===== src/include/rdrp_map.vh =====
/*
  Constants for the recovery debug port: serial wire protocol fields,
  control/status bit positions, target identity and reset timing.
  Assumes it is included by bare name from the design files.
*/
// Notes on behaviour
// RQ1: Port reachable on shared serial wire bus
// RQ2: Power-up request bit set triggers rescue
// RQ3: Rescue drives chip-wide power-on-like hard reset
// RQ4: Rescue sets sticky flag in reset logic
// RQ5: Flag holds until software clears it
// RQ6: System clock keeps running after rescue
// RQ7: Answer only after matching target-select
// RQ8: Rescue reset never clears the flag
`ifndef RDRP_MAP_VH
`define RDRP_MAP_VH
// ==========================================================
// Target identity (arbitrary value, not a real part code)
`define RDRP_TARGET_ID      32'h0badc0de
// ==========================================================
// Packet header bit positions
`define RDRP_HDR_START      3'h0
`define RDRP_HDR_APNDP      3'h1
`define RDRP_HDR_RNW        3'h2
`define RDRP_HDR_A2         3'h3
`define RDRP_HDR_A3         3'h4
`define RDRP_HDR_PAR        3'h5
`define RDRP_HDR_STOP       3'h6
`define RDRP_HDR_PARK       3'h7
// Register address field values (A3:A2)
`define RDRP_ADDR_IDCODE    2'h0
`define RDRP_ADDR_CTRL      2'h1
`define RDRP_ADDR_RDBUF     2'h3
`define RDRP_ADDR_TSEL      2'h3
// Acknowledge codes, sent lsb first
`define RDRP_ACK_OK         3'h1
// Control/status power-up request bit and its acknowledge
`define RDRP_CTRL_PWRREQ    5'h1c
`define RDRP_CTRL_PWRACK    5'h1d
// ==========================================================
// Line reset: at least this many high bits
`define RDRP_LINE_RESET_LEN 6'h32
// Last bit index of each packet phase, counted from zero
`define RDRP_HDR_LAST       6'h07
`define RDRP_ACK_LAST       6'h02
`define RDRP_DATA_LAST      6'h20
// Rescue hard reset hold, in microseconds, and its cycle count at 40 MHz
`define RDRP_RESCUE_US      16'h000a
`define RDRP_CLK_MHZ        16'h0028
`define RDRP_RESCUE_CYC     (`RDRP_RESCUE_US * `RDRP_CLK_MHZ)
`endif


===== src/rtl/rdrp_port.v =====
/*
  Recovery debug port: a minimal serial wire debug target on the shared
  multidrop bus. Handles line reset, target select, identity read and the
  control/status register whose power-up request bit starts a rescue.
  Assumes the probe clock is far slower than clock_i (5 MHz vs 40 MHz), a
  power-on reset on por_i, and software clear on flag_clear_i.
*/
`timescale 1ns/100ps
`default_nettype none
`include "rdrp_map.vh"
module rdrp_port #(
  parameter RESCUE_CYC = `RDRP_RESCUE_CYC  // Hard reset hold in cycles
) (
  input  wire clock_i,                    // Free running system clock
  input  wire rst_i,                      // Synchronous reset, active high
  input  wire por_i,                      // Power-on reset, clears the flag
  input  wire swclk_i,                    // Probe clock pin
  input  wire swdio_i,                    // Data pin input
  output reg  swdio_o,                    // Data pin output
  output reg  swdio_oe_n_o,               // Data pin enable, low drives
  input  wire flag_clear_i,               // Software clears rescue flag
  output reg  rescue_flag_o,              // Sticky rescue flag
  output reg  chip_reset_o,               // Chip-wide hard reset
  output reg  sys_clk_en_o                // System clock enable
);
  // ==========================================================
  // States
  localparam S_HDR  = 3'h0;
  localparam S_TURN = 3'h1;
  localparam S_ACK  = 3'h2;
  localparam S_RD   = 3'h3;
  localparam S_WTRN = 3'h4;
  localparam S_WR   = 3'h5;
  localparam S_RTRN = 3'h6;

  wire [1:0] s_w;                         // Synchronised pins
  reg        clk_old_q;                   // Previous clock level
  reg  [2:0] st_q;                        // Protocol state
  reg  [5:0] cnt_q;                       // Bit counter
  reg  [5:0] ones_q;                      // High bits in a row
  reg  [7:0] hdr_q;                       // Header shift
  reg [32:0] sh_q;                        // Data shift with parity
  reg        sel_q;                       // Selected by target select
  reg        tsel_q;                      // Next packet must be target select
  reg        is_tsel_q;                   // Current write is target select
  reg        pwrreq_q;                    // Power-up request bit
  reg [15:0] rcnt_q;                      // Rescue hold counter
  reg        rescue_act_q;                // Rescue reset in progress

  // RQ1: pin sampling
  rdrp_sync #(.W(2)) u_sync (
    .clock_i (clock_i),
    .async_i ({swdio_i, swclk_i}),
    .sync_o  (s_w)
  );

  wire rise_w = s_w[0] & ~clk_old_q;      // Port samples on rising
  wire fall_w = ~s_w[0] & clk_old_q;      // We drive on falling
  wire hdr_ok_w = hdr_q[`RDRP_HDR_START] & ~hdr_q[`RDRP_HDR_STOP] & hdr_q[`RDRP_HDR_PARK] &
                  (^hdr_q[`RDRP_HDR_A3:`RDRP_HDR_APNDP] == hdr_q[`RDRP_HDR_PAR]);
  wire [1:0] addr_w = {hdr_q[`RDRP_HDR_A3], hdr_q[`RDRP_HDR_A2]};
  wire rnw_w = hdr_q[`RDRP_HDR_RNW];
  wire dp_w  = ~hdr_q[`RDRP_HDR_APNDP];
  wire [2:0] ack_sh_w = `RDRP_ACK_OK >> cnt_q[1:0]; // Acknowledge bit now due in bit 0

  // ==========================================================
  // Serial protocol engine
  always @(posedge clock_i) begin
    if (rst_i && !rescue_act_q) begin
      clk_old_q    <= 1'b0;
      st_q         <= S_HDR;
      cnt_q        <= 6'h0;
      ones_q       <= 6'h0;
      hdr_q        <= 8'h0;
      sh_q         <= 33'h0;
      sel_q        <= 1'b0;
      tsel_q       <= 1'b0;
      is_tsel_q    <= 1'b0;
      pwrreq_q     <= 1'b0;
      swdio_o      <= 1'b1;
      swdio_oe_n_o <= 1'b1;
    end else begin
      clk_old_q <= s_w[0];
      if (rise_w) begin
        // Line reset detection, drops selection
        if (s_w[1]) begin
          if (ones_q != `RDRP_LINE_RESET_LEN)
            ones_q <= ones_q + 6'h1;
        end else
          ones_q <= 6'h0;
        // Ones past the threshold stay in line reset, never a start bit
        if (s_w[1] && ones_q >= `RDRP_LINE_RESET_LEN - 6'h1) begin
          // RQ7: line reset deselects
          sel_q  <= 1'b0;
          tsel_q <= 1'b1;
          st_q   <= S_HDR;
          cnt_q  <= 6'h0;
        end else begin
          case (st_q)
            S_HDR: begin
              // Wait for start bit, then shift in 8 header bits counting the start bit
              if (cnt_q != 6'h0 || s_w[1]) begin
                hdr_q <= {s_w[1], hdr_q[7:1]};
                cnt_q <= cnt_q + 6'h1;
                if (cnt_q == `RDRP_HDR_LAST) begin
                  cnt_q <= 6'h0;
                  st_q  <= S_TURN;
                end
              end
            end
            S_TURN: begin
              // Header complete; target select has no answer phase
              is_tsel_q <= dp_w && !rnw_w && addr_w == `RDRP_ADDR_TSEL && tsel_q;
              if (!hdr_ok_w)
                st_q <= S_HDR;
              else if (dp_w && !rnw_w && addr_w == `RDRP_ADDR_TSEL && tsel_q)
                st_q <= S_WTRN;
              else if (sel_q)
                st_q <= S_ACK;
              else
                st_q <= S_HDR;
            end
            S_ACK: begin
              cnt_q <= cnt_q + 6'h1;
              if (cnt_q == `RDRP_ACK_LAST) begin
                cnt_q <= 6'h0;
                st_q  <= rnw_w ? S_RD : S_WTRN;
              end
            end
            S_RD: begin
              cnt_q <= cnt_q + 6'h1;
              if (cnt_q == `RDRP_DATA_LAST) begin
                cnt_q <= 6'h0;
                st_q  <= S_RTRN;
              end
            end
            S_RTRN: st_q <= S_HDR;
            S_WTRN: st_q <= S_WR;
            S_WR: begin
              sh_q  <= {s_w[1], sh_q[32:1]};
              cnt_q <= cnt_q + 6'h1;
              if (cnt_q == `RDRP_DATA_LAST) begin
                cnt_q <= 6'h0;
                st_q  <= S_HDR;
                // Check parity over the 32 data bits
                if (^sh_q[32:1] == s_w[1]) begin
                  if (is_tsel_q) begin
                    // RQ7: select on own identity only
                    sel_q  <= (sh_q[32:1] == `RDRP_TARGET_ID);
                    tsel_q <= 1'b0;
                  end else if (dp_w && addr_w == `RDRP_ADDR_CTRL) begin
                    // RQ2: request bit write
                    pwrreq_q <= sh_q[`RDRP_CTRL_PWRREQ + 1];
                  end
                end
              end
            end
            default: st_q <= S_HDR;
          endcase
        end
      end
      // Drive the line on falling edges; released when not answering
      if (fall_w) begin
        // RQ7: tristate unless answering
        swdio_oe_n_o <= !(st_q == S_ACK || (st_q == S_RD && cnt_q != 6'h0) ||
                          (st_q == S_RD && cnt_q == 6'h0));
        if (st_q == S_ACK)
          swdio_o <= ack_sh_w[0];
        else if (st_q == S_RD)
          swdio_o <= (cnt_q == `RDRP_DATA_LAST) ? ^sh_q[31:0] : sh_q[cnt_q[4:0]];
        else
          swdio_o <= 1'b1;
      end
      // Load read data at the end of the acknowledge
      if (rise_w && st_q == S_ACK && cnt_q == `RDRP_ACK_LAST && rnw_w) begin
        if (addr_w == `RDRP_ADDR_IDCODE)
          sh_q <= {1'b0, `RDRP_TARGET_ID};
        else if (addr_w == `RDRP_ADDR_CTRL)
          // Request and its acknowledge read back side by side
          sh_q <= ({32'h00000000, pwrreq_q} << `RDRP_CTRL_PWRREQ) |
                  ({32'h00000000, pwrreq_q} << `RDRP_CTRL_PWRACK);
        else
          sh_q <= 33'h0;
      end
      // Rescue done: request is consumed so it does not retrigger
      if (rescue_act_q && rcnt_q == 16'h1)
        pwrreq_q <= 1'b0;
    end
  end

  // ==========================================================
  // Rescue sequencing and sticky flag
  always @(posedge clock_i) begin
    if (por_i) begin
      // RQ8: power-on clears flag, rescue reset does not
      rescue_flag_o <= 1'b0;
      rescue_act_q  <= 1'b0;
      rcnt_q        <= 16'h0;
      chip_reset_o  <= 1'b0;
      sys_clk_en_o  <= 1'b1;
    end else begin
      // RQ6: clock always left running
      sys_clk_en_o <= 1'b1;
      if (pwrreq_q && !rescue_act_q) begin
        // RQ3: start chip hard reset
        rescue_act_q <= 1'b1;
        rcnt_q       <= RESCUE_CYC[15:0];
        chip_reset_o <= 1'b1;
      end else if (rescue_act_q) begin
        rcnt_q <= rcnt_q - 16'h1;
        if (rcnt_q == 16'h1) begin
          rescue_act_q <= 1'b0;
          chip_reset_o <= 1'b0;
        end
      end
      // RQ4: set flag, set beats clear
      if (pwrreq_q && !rescue_act_q)
        rescue_flag_o <= 1'b1;
      // RQ5: software clear
      else if (flag_clear_i)
        rescue_flag_o <= 1'b0;
    end
  end
endmodule // rdrp_port
`default_nettype wire


===== src/rtl/rdrp_sync.v =====
/*
  Two flip-flop synchroniser, one chain per bit.
  Assumes inputs are asynchronous to clock_i.
*/
`timescale 1ns/100ps
`default_nettype none
module rdrp_sync #(
  parameter W = 2                         // Bits to synchronise
) (
  input  wire         clock_i,            // Core clock
  input  wire [W-1:0] async_i,            // Asynchronous inputs
  output wire [W-1:0] sync_o              // Synchronised outputs
);
  // ==========================================================
  // Synchroniser chain per bit
  genvar g;
  generate
    for (g = 0; g < W; g = g + 1) begin : g_bit
      reg meta_q;                         // First stage, read only by second
      reg sync_q;                         // Second stage
      always @(posedge clock_i) begin
        meta_q <= async_i[g];
        sync_q <= meta_q;
      end
      assign sync_o[g] = sync_q;
    end
  endgenerate
endmodule // rdrp_sync
`default_nettype wire


===== config.mk =====
export PLATFORM = sky130hd
export DESIGN_NAME = rdrp_port
export DESIGN_NICKNAME = d
export VERILOG_FILES = /design/src/rtl/rdrp_port.v /design/src/rtl/rdrp_sync.v
export VERILOG_INCLUDE_DIRS = /design/src /design/src/include
export SDC_FILE = /design/constraint.sdc
export NUM_CORES = 1
export LEC_CHECK = 0
export ABC_AREA = 1
export BUFFER_PORTS_ARGS = -buffer_cell sky130_fd_sc_hd__buf_4
export CAP_MARGIN = 20
export CORE_MARGIN = 2
export CORE_UTILIZATION = 45
export CTS_BUF_LIST = sky130_fd_sc_hd__clkbuf_4 sky130_fd_sc_hd__clkbuf_8 sky130_fd_sc_hd__clkbuf_16
export CTS_CLUSTER_SIZE = 12
export DETAILED_ROUTE_END_ITERATION = 6
export PLACE_DENSITY = 0.63
export REMOVE_ABC_BUFFERS = 1
export SLEW_MARGIN = 20
export SYNTH_ARGS = -nofsm -noshare
export SYNTH_HDL_FRONTEND = slang
export SYNTH_SLANG_ARGS = --single-unit
export TNS_END_PERCENT = 5

===== constraint.sdc =====
create_clock -name clock_i -period 2.56 [get_ports clock_i]
set_input_delay 0.384 -clock clock_i [delete_from_list [all_inputs] [get_ports clock_i]]
set_output_delay 0.384 -clock clock_i [all_outputs]
set_load 0.03 [all_outputs]

# Yosys cells after proc, flatten, opt, wreduce, memory -nomap -nowiden

Cells that the tools add are included.

Register bits after elaboration: 86
Input port bits: 6
Output and inout bits: 5

Add/subtract/negate cells: 3
$lt $le $gt $ge: 2
Equality and inequality tests: 22
Shifts and indexed selects: 1
Multiplexer cells: 50
Bitwise operators: 12
Reduce and logical (&&, ||, !) cells: 48

Operator list:

| kind                  | count |
|---|---|
| $mux 33               | 4 |
| $reduce_xor 32->1     | 2 |
| $mux 30               | 2 |
| $mux 6                | 7 |
| $eq 32x28->1 const B  | 1 |
| $or 29x30->30         | 1 |
| $mux 3                | 9 |
| $mux 1                | 22 |
| $mux 9                | 2 |
| $pmux 3 s6            | 1 |
| $pmux 6 s3            | 1 |
| $reduce_bool 2->1     | 9 |
| $eq 16x1->1 const B   | 1 |
| $sub 16x1->16 const B | 1 |
| $logic_and 1x1->1     | 13 |
| $add 6x1->6 const B   | 2 |
| $ne 3x3->1 const B    | 3 |
| $reduce_and 3->1      | 3 |
| $lt 5x7->1 const B    | 1 |
| $reduce_and 7->1      | 1 |
| $eq 3x2->1 const B    | 2 |
| $eq 3x3->1 const B    | 2 |
| $eq 6x2->1 const B    | 1 |
| $eq 6x3->1 const B    | 1 |
| other kinds (28)      | 46 |

# Longest topological paths before layout

Gate-level depths: netlist of run 1.

Depth in word-level cells: 8
Mapped depth: 18

# Cells and area by module

A second synthesis of run 1 with hierarchy kept.

Cells, all modules: 782
Area, all modules: 5378.9 µm²

By module, submodules not included:

| module    | times used | cells each | area each (µm²) |
|---|---|---|---|
| rdrp_port | 1          | 776        | 5283.8 |
| rdrp_sync | 1          | 6          | 95.1 |

# Worst setup path after synthesis of run 1

OpenSTA, ideal clock, no wires.

Path kind: register to register
Start point: reg cnt_q[0]
End point: reg sh_q[6]
Arrival time: 1832 ps
Setup slack: 600 ps
Cell stages (with the launch flop): 12
Period minus slack after synthesis: 1960 ps
Path through: dfxtp_1 > clkinv_1 > clkbuf_1 > ha_1 > nand4_4 > nor3_4 > inv_2 > nand2_4 > inv_2 > buf_6 > a221oi_2 > nor2_1

Cells in the longest elaborated chain, start to end: 5
Elaborated cells on any way between the ends: 8
Those cells by class: eq/ne (2); mux (1); reduce/logical (5)

RTL lines:

| item                                                             | RTL line        | text |
|---|---|---|
| start: declaration                                               | rdrp_port.v:39  | `reg [5:0] cnt_q;` |
| start signal: assignment                                         | rdrp_port.v:104 | `cnt_q <= cnt_q + 6'h1;` |
| start signal: assignment                                         | rdrp_port.v:124 | `cnt_q <= cnt_q + 6'h1;` |
| start signal: assignment                                         | rdrp_port.v:131 | `cnt_q <= cnt_q + 6'h1;` |
| $eq 6x2->1 (no line) (*)                                         | -               |  |
| $logic_and 1x1->1 (no line) (*)                                  | -               |  |
| $logic_and 1x1->1 (*)                                            | rdrp_port.v:175 | `` if (rise_w && st_q == S_ACK && cnt_q == `RDRP_ACK_LAST && rnw_w) begin `` |
| $ne 2x1->1 (no line) / $reduce_bool 2->1 (equally long branches) | -               |  |
| $reduce_and 3->1 (no line)                                       | -               |  |
| end signal: assignment                                           | rdrp_port.v:140 | `sh_q <= {s_w[1], sh_q[32:1]};` |
| end signal: assignment                                           | rdrp_port.v:177 | `` sh_q <= {1'b0, `RDRP_TARGET_ID}; `` |
| end signal: assignment                                           | rdrp_port.v:180 | `` sh_q <= ({32'h00000000, pwrreq_q} << `RDRP_CTRL_PWRREQ) \| `` |
| end: declaration                                                 | rdrp_port.v:42  | `reg [32:0] sh_q;` |

Every way passes the cells marked *; elsewhere a longest branch is shown, timed or not.
A chain may end at the register's enable or synchronous reset.

# Final worst setup path of run 1

Start point: reg ones_q[0]
End point: reg sh_q[10]

Cells in the longest elaborated chain, start to end: 4

RTL lines:

| item                       | RTL line       | text |
|---|---|---|
| start: declaration         | rdrp_port.v:40 | `reg [5:0] ones_q;` |
| start signal: assignment   | rdrp_port.v:88 | `ones_q <= ones_q + 6'h1;` |
| $ge 6x6->1                 | rdrp_port.v:92 | `` if (s_w[1] && ones_q >= `RDRP_LINE_RESET_LEN - 6'h1) begin `` |
| $logic_and 1x1->1          | rdrp_port.v:92 |  |
| $ne 2x1->1 (no line)       | -              |  |
| $reduce_and 3->1 (no line) | -              |  |

No other way between the ends.

==> metrics.md, run 1 <==
| Metric | Value |
|---|---|
| Status | finished, final reports clean |
| Gpl congestion | 0.872 |
| # IOs | 11 |
| Clk pwr share | 45.1% |
| Reg2reg end | sh_q[10] |
| CTS tree | yes |
| Most frequent cells in the layout | nand2_1 (203), inv_1 (95), dfxtp_1 (86), a21oi_1 (72), nor2_1 (58) |
| CP Capture Type | flop |
| Hold Path Origin | swclk_i |
| Buf+Inv Stages, Crit Path | 2 |
| GRT Resource Usage Total | 20.8% |
| Leak | 2.54 nW |
| #FFs+latches synth | 86 |
| Internal power | 2.15 mW |
| RR Startpoint | ones_q[0] |
| First-pass GRT wire length | 21.4 mm |
| Maximum VDD drop | 0.503 mV |
| Clock-pin slew on the worst setup and hold paths | 70 ps |
| Crit Path Class | reg2reg |
| Flop2flop setup slack | 400 ps |
| Crit share post-route | 84.3% |
| R2R depth | 9 |
| Placeable Area | 0.0115 sq mm |
| Final Skew | 10.3 ps |
| Mapped Cells | 780 |
| Die Width | 113 um |
| 1st-pass router iterations | 5 |
| CTS H-tree lvls | 3 |
| CP Cell Sequence | inv_1, ha_1, a31oi_4, nor2_2, nand2_4, nand2_4, inv_2, nand2_1, a21oi_1 |
| Max Fclk | 463 MHz |
| Critical path startpoint category | flop |
| Unrepaired setup endpoints after global routing | false |
| Register share of total power | 47.9% |
| Starting DRT DRC Count | 279 |
| Antenna violations before repair | 0 |
| Sequential area share after synthesis | 32.1% |
| Skew-Pair Late Insertion Delay | 360 ps |
| Ratio of cells with drive above 1 in the final layout | 9.70% |
| Comb pwr share | 6.9% |
| WL/cell | 13.5 um |
| Post-cts gate resize count | 0 |
| CTS Sinks | 86 |
| Drt total wl | 12.7 mm |
| EDFF count, synth | 0 |
| Number of setup buffers added after CTS | 0 |
| Mapped cell area | 0.00536 sq mm |
| Critical path's slowest cell | dfxtp_1 |
| PortBufs | 9 |
| Required time worst endpoint | 2840 ps |
| HPWL after detailed placement | 9.33 mm |
| Post-Synthesis Mean Instance Area | 6.88 sq um |
| Most common cell after layout, fill and taps aside | nand2_1 |
| CTS buffer count | 9 |
| Number of diodes | 0 |
| Clock buffer depth | 2 |
| Worst slew margin | 64.4% |
| Final setup fails | 0 |
| Largest stage delay, worst path | 410 ps |
| Hold WC Path Type | in2reg |
| Top FF cell, synth | dfxtp_1 |
| Asr flop ratio synth | 0% |
| Worst hold slack | 128 ps |
| # hold bufs at CTS | 0 |
| Die ar. | 0.0128 sq mm |
| Critical Path Most Common Cell | nand2_4 |
| Layout area overhead | 9.40% |
| Psw | 720 uW |
| Minimum clock period after layout | 2160 ps |
| Initial Util | 46.6% |
| Yosys cell types | 42 |
| WHS Endpoint | u_sync.g_bit[0].meta_q |
| CP Data Arrival Time | 2440 ps |
| Switching share of power | 25.1% |
| Ratio of total power to cell area | 488 mW/mm^2 |
| Synth Warn # | 0 |
| Cell family with most CP delay | simple AND/OR/NAND/NOR gates |
| Hold depth | 1 |
| Largest net degree at the start of global routing | 42 |
| CTS root buf | clkbuf_16 |
| Drc violations | 0 |
| CP max FO | 21 |
| Critical Path Start | ones_q[0] |
| Die Ht | 113 um |
| Fin. Hold Viols | 0 |
| Vias per inst | 5.27 |
| Vias in the first global route | 4644 |
| Via count | 4938 |
| Slew @ Worst Pin | 532 ps |
| MaxCap Viol Count | 0 |
| Rows | 39 |
| Setup TNS | 0 ps |
| Final nets | 824 |
| Antenna viol nets, final | 0 |
| Slew Limit Fails | 0 |
| Total grt overflow | 0 |
## worst reg2reg max path, delay by kind of cell, from the launching register on
kind | cells | cell delay [ps]
fa+ha+maj | 1 | 240
buf+inv | 2 | 460
compound gates | 2 | 450
simple gates | 4 | 540
flops | 1 | 410
## state kept, by name, summed over array words and instances (netlist names), 2 cells and up
name / count
cnt_q: 6
hdr_q: 8
ones_q: 6
rcnt_q: 16
sh_q: 33
st_q: 3
u_sync.g_bit.meta_q: 2
u_sync.g_bit.sync_q: 2
## worst max-delay path by stage
| stage | end | slack, ps | cells past startpoint |
|---|---|---|---|
| floorplan | hdr_q[4] | 170 | 8 |
| global placement | sh_q[3] | 480 | 8 |
| detailed placement | sh_q[3] | 430 | 8 |
| CTS | sh_q[3] | 410 | 8 |
| global route | sh_q[2] | 230 | 9 |
| finish | sh_q[10] | 400 | 9 |
## cell usage after synthesis, types with 2 or more instances
cell type	instances	area, sq um
nand2_1	203	762
inv_1	95	357
dfxtp_1	86	1720
a21oi_1	72	360
nor2_1	58	218
nand3_1	33	165
o21ai_0	33	165
ha_1	29	363
xnor2_1	22	193
xor2_1	17	149
inv_2	14	52.6
nand4_1	13	81.3
nor3_1	11	55.1
a31oi_1	10	62.6
buf_2	8	40.0
clkbuf_1	8	30.0
nor3_2	7	70.1
o21ai_1	7	35.0
a211oi_1	5	37.5
nor2_2	5	31.3
nor2_4	4	45.0
o211ai_1	4	30.0
a211oi_2	3	37.5
clkinv_1	3	11.3
nor4_1	3	18.8
o21a_1	3	22.5
o221ai_1	3	26.3
a221oi_2	2	30.0
and3_1	2	12.5
buf_4	2	15.0
nand2_4	2	22.5
nor3_4	2	32.5
nor3b_1	2	15.0
## layout make-up
class,count,area [sq um]
Inverter,112,420
Fill cell,1147,5650
Tap cell,143,179
Clock inverter,5,41.3
Multi-Input combinational cell,563,3130
Timing Repair Buffer,17,128
Sequential cell,86,1720
Clock buffer,11,253
## per-layer routing
metal / routed length (um) / vias to the layer above / GRT usage (%)
met4: 233 / 0 / 9.02
met1: 5930 / 2269 / 26.3
met5: 0 / - / 0
met3: 583 / 18 / 4.50
li1: - / 2556 / -
met2: 5920 / 95 / 34.4
## power by group through the flow
stage | Clock, mW | Combinational [mW] | Sequential [mW]
global route | 1.38 | 0.226 | 1.38
global placement | 0 | 0.195 | 1.40
CTS | 1.32 | 0.199 | 1.37
finish | 1.29 | 0.199 | 1.37
detailed placement | 0 | 0.199 | 1.40
floorplan | 0 | 0.128 | 1.41
## kinds of logic after synthesis
| kind of cell | share of synthesized area [%] |
|---|---|
| other | 0.0699 |
| buffers and inverters | 9.63 |
| AOI/OAI and AO/OA | 15.7 |
| xor gates and xnor gates | 6.37 |
| DFF | 32.1 |
| adders and majority gates | 6.76 |
| and+or+nand+nor | 29.3 |
## per-stage QoR
step	instance area [sq um]	setup slack (ps)	power [mW]	cells	util, %
after floorplan	5270	166	1.54	761	-
after global placement	5570	481	1.60	921	48.4
after detailed placement	5570	433	1.60	921	48.4
after CTS	5870	406	2.90	937	51.0
after global routing	5870	226	2.98	937	51.0
final	5870	401	2.87	937	51.0
No activity file was read; power rests on OpenSTA's default activity.
==> inputs of run 2 (changes only) <==
--- a/config.mk
+++ b/config.mk
@@ -14,7 +14,7 @@
 export CTS_BUF_LIST = sky130_fd_sc_hd__clkbuf_4 sky130_fd_sc_hd__clkbuf_8 sky130_fd_sc_hd__clkbuf_16
 export CTS_CLUSTER_SIZE = 12
 export DETAILED_ROUTE_END_ITERATION = 6
-export PLACE_DENSITY = 0.63
+export PLACE_DENSITY = 0.66
 export REMOVE_ABC_BUFFERS = 1
 export SLEW_MARGIN = 20
 export SYNTH_ARGS = -nofsm -noshare
==> constraint.sdc (replaced) <==
create_clock -name clock_i -period 1.9 [get_ports clock_i]
set_input_delay 0.285 -clock clock_i [delete_from_list [all_inputs] [get_ports clock_i]]
set_output_delay 0.285 -clock clock_i [all_outputs]
set_load 0.03 [all_outputs]
==> metrics.md, run 2 (same netlist as run 1, synthesis figures left out) <==
| Metric | Value |
|---|---|
| Multi-input logic area | 0.00340 sq mm (+8.8%) |
| Largest regs | sh_q x33, rcnt_q x16, hdr_q x8 |
| PortBufs | 9 (unchanged) |
| Met3 Track Usage GR | 5.52% (+1.0 points) |
| Critical path startpoint category | flop |
| Drt total wl | 13.7 mm (+7.9%) |
| Starting DRT DRC Count | 260 (-6.8%) |
| Inst Count DP | 967 (+5.0%) |
| Ratio of cells with drive above 1 in the final layout | 21.2% (+11 points) |
| Critical Path Start | sh_q[25] |
| CP Capture Type | flop |
| Hold Path Origin | swclk_i |
| Antenna violations before repair | 0 (unchanged) |
| CP Data Arrival Time | 2120 ps (-320 ps) |
| MaxCap Viol Count | 0 (unchanged) |
| RR Startpoint | sh_q[25] |
| Fin. Hold Viols | 0 (unchanged) |
| Most frequent cells in the layout | nand2_1 (196), inv_1 (88), dfxtp_1 (75), a21oi_1 (72), buf_4 (62) |
| Placeable Area | 0.0115 sq mm (unchanged) |
| Crit Path Class | reg2reg |
| CTS buffer count | 9 (unchanged) |
| 1st-pass router iterations | 5 (unchanged) |
| Final nets | 871 (+5.7%) |
| Skew-Pair Late Insertion Delay | 360 ps (about the same) |
| Minimum clock period after layout | 1820 ps (-342 ps) |
| Register Area | 0.00174 sq mm (+0.95%) |
| CP max FO | 4 (-81%) |
| R2R depth | 14 (+5) |
| CTS tree | yes |
| Slew Limit Fails | 0 (unchanged) |
| Maximum VDD drop | 0.697 mV (+39%) |
| Largest net degree at the start of global routing | 40 (-4.8%) |
| Hold WC Path Type | in2reg |
| Final setup fails | 0 (unchanged) |
| # IOs | 11 (unchanged) |
| Ratio of total power to cell area | 600 mW/mm^2 (+23%) |
| Gpl congestion | 0.890 (+2.0%) |
| Fillers | 1064 (-7.2%) |
| Overall Power | 3.92 mW (+37%) |
| Required time worst endpoint | 2200 ps (-640 ps) |
| Status | finished, final reports clean |
| Hold depth | 1 (unchanged) |
| Met1 usage | 27.1% (+0.85 points) |
| Worst hold slack | 27.4 ps (-100 ps) |
| Antenna viol nets, final | 0 (unchanged) |
| GRT Resource Usage Total | 21.8% (+0.98 points) |
| HPWL after detailed placement | 10.2 mm (+9.2%) |
| Biggest register | sh_q |
| Vias in the first global route | 4879 (+5.1%) |
| Total grt overflow | 0 (unchanged) |
| CTS Sinks | 86 (unchanged) |
| Most used routing layer | met2 |
| Via count | 5172 (+4.7%) |
| Die Width | 113 um (unchanged) |
| Crit share post-route | 95.7% (+11 points) |
| Leak | 2.83 nW (+12%) |
| Layout area overhead | 21.9% |
| Die ar. | 0.0128 sq mm (unchanged) |
| Die Ht | 113 um (unchanged) |
| # hold bufs at CTS | 0 (unchanged) |
| Setup TNS | 0 ps (unchanged) |
| Drc violations | 0 (unchanged) |
| Finished Layout Cells | 983 (+4.9%) |
| Clock-pin slew on the worst setup and hold paths | 60 ps (about the same) |
| CTS root buf | clkbuf_16 |
| Unrepaired setup endpoints after global routing | true |
| CTS H-tree lvls | 3 (unchanged) |
| WL/cell | 13.9 um (+2.9%) |
| Final Skew | 7.62 ps (-2.65 ps) |
| Largest register FFs | 33 (unchanged) |
| Number of diodes | 0 (unchanged) |
| Met2 GRT Util | 36.4% (+2.0 points) |
| Max Fclk | 550 MHz (+19%) |
| Vias per inst | 5.26 (-0.16%) |
| Rows | 39 (unchanged) |
| Most common cell after layout, fill and taps aside | nand2_1 |
| Clock buffer depth | 2 (unchanged) |
| Initial Util | 46.6% (unchanged) |
| First-pass GRT wire length | 22.4 mm (+4.6%) |
[run 2: changes by cell type in the layout (fill, tap and decap cells not counted), sizes merged]
cell,change
buf,+47
clkbuf,-1
bufinv,+1
clkinv,-1
[run 2: stage by stage]
stage	setup WS, ps	area, sq um	util (%)
floorplan	-494	5270	-
detailed placement	-7.72	5940	51.6
global placement	35.6	5940	51.6
global route	-88.5	6540	56.8
CTS	2.63	6260	54.4
finish	82.6	6540	56.8
[run 2: layout make-up]
class,count,share of cell area [%]
Multi-Input combinational cell,563,52.0
Sequential cell,86,26.6
Timing Repair Buffer,64,7.73
Inverter,112,6.47
Clock buffer,10,3.56
Tap cell,143,2.74
Clock inverter,5,0.900
[run 2: final timing paths]
check	slack, ps	endpoint
hold / removal	30	u_sync.g_bit[0].meta_q
hold reg to reg	330	u_sync.g_bit[1].sync_q
setup reg to reg	80	sel_q
setup / recovery	80	sel_q
[run 2: repair_timing]
| item | in CTS | in global routing |
|---|---|---|
| pin swaps | 2 | 6 |
| endpoints found under the hold margin | 0 | 0 |
| endpoints found under the setup margin | 8 | 46 |
| buffers inserted | 0 | 1 |
| gates resized for setup | 4 | 58 |
[run 2: report_power, final]
part	switching (mW)	leakage [nW]	internal, mW
clock network	0.752	0.138	1.03
logic	0.184	1.99	0.109
registers	0.0221	0.702	1.83
[run 2: layer usage]
layer,up-vias,wire length (um)
met2,114,6620
li1,2636,-
met3,26,729
met1,2396,6000
met4,0,333
met5,-,0
[run 2: worst max-delay path, stage by stage (launching register included)]
cell and delay [ps]:
dfxtp_1 350, ha_1 340, xor2_1 190, nand2_1 80, nand2_1 100, nand3_1 110, nand2_1 80, nand2_1 60
nand2_2 80, nand2_1 50, nand2_1 80, nand2_2 70, nand2_1 70, nand2_1 40, nor2_1 70
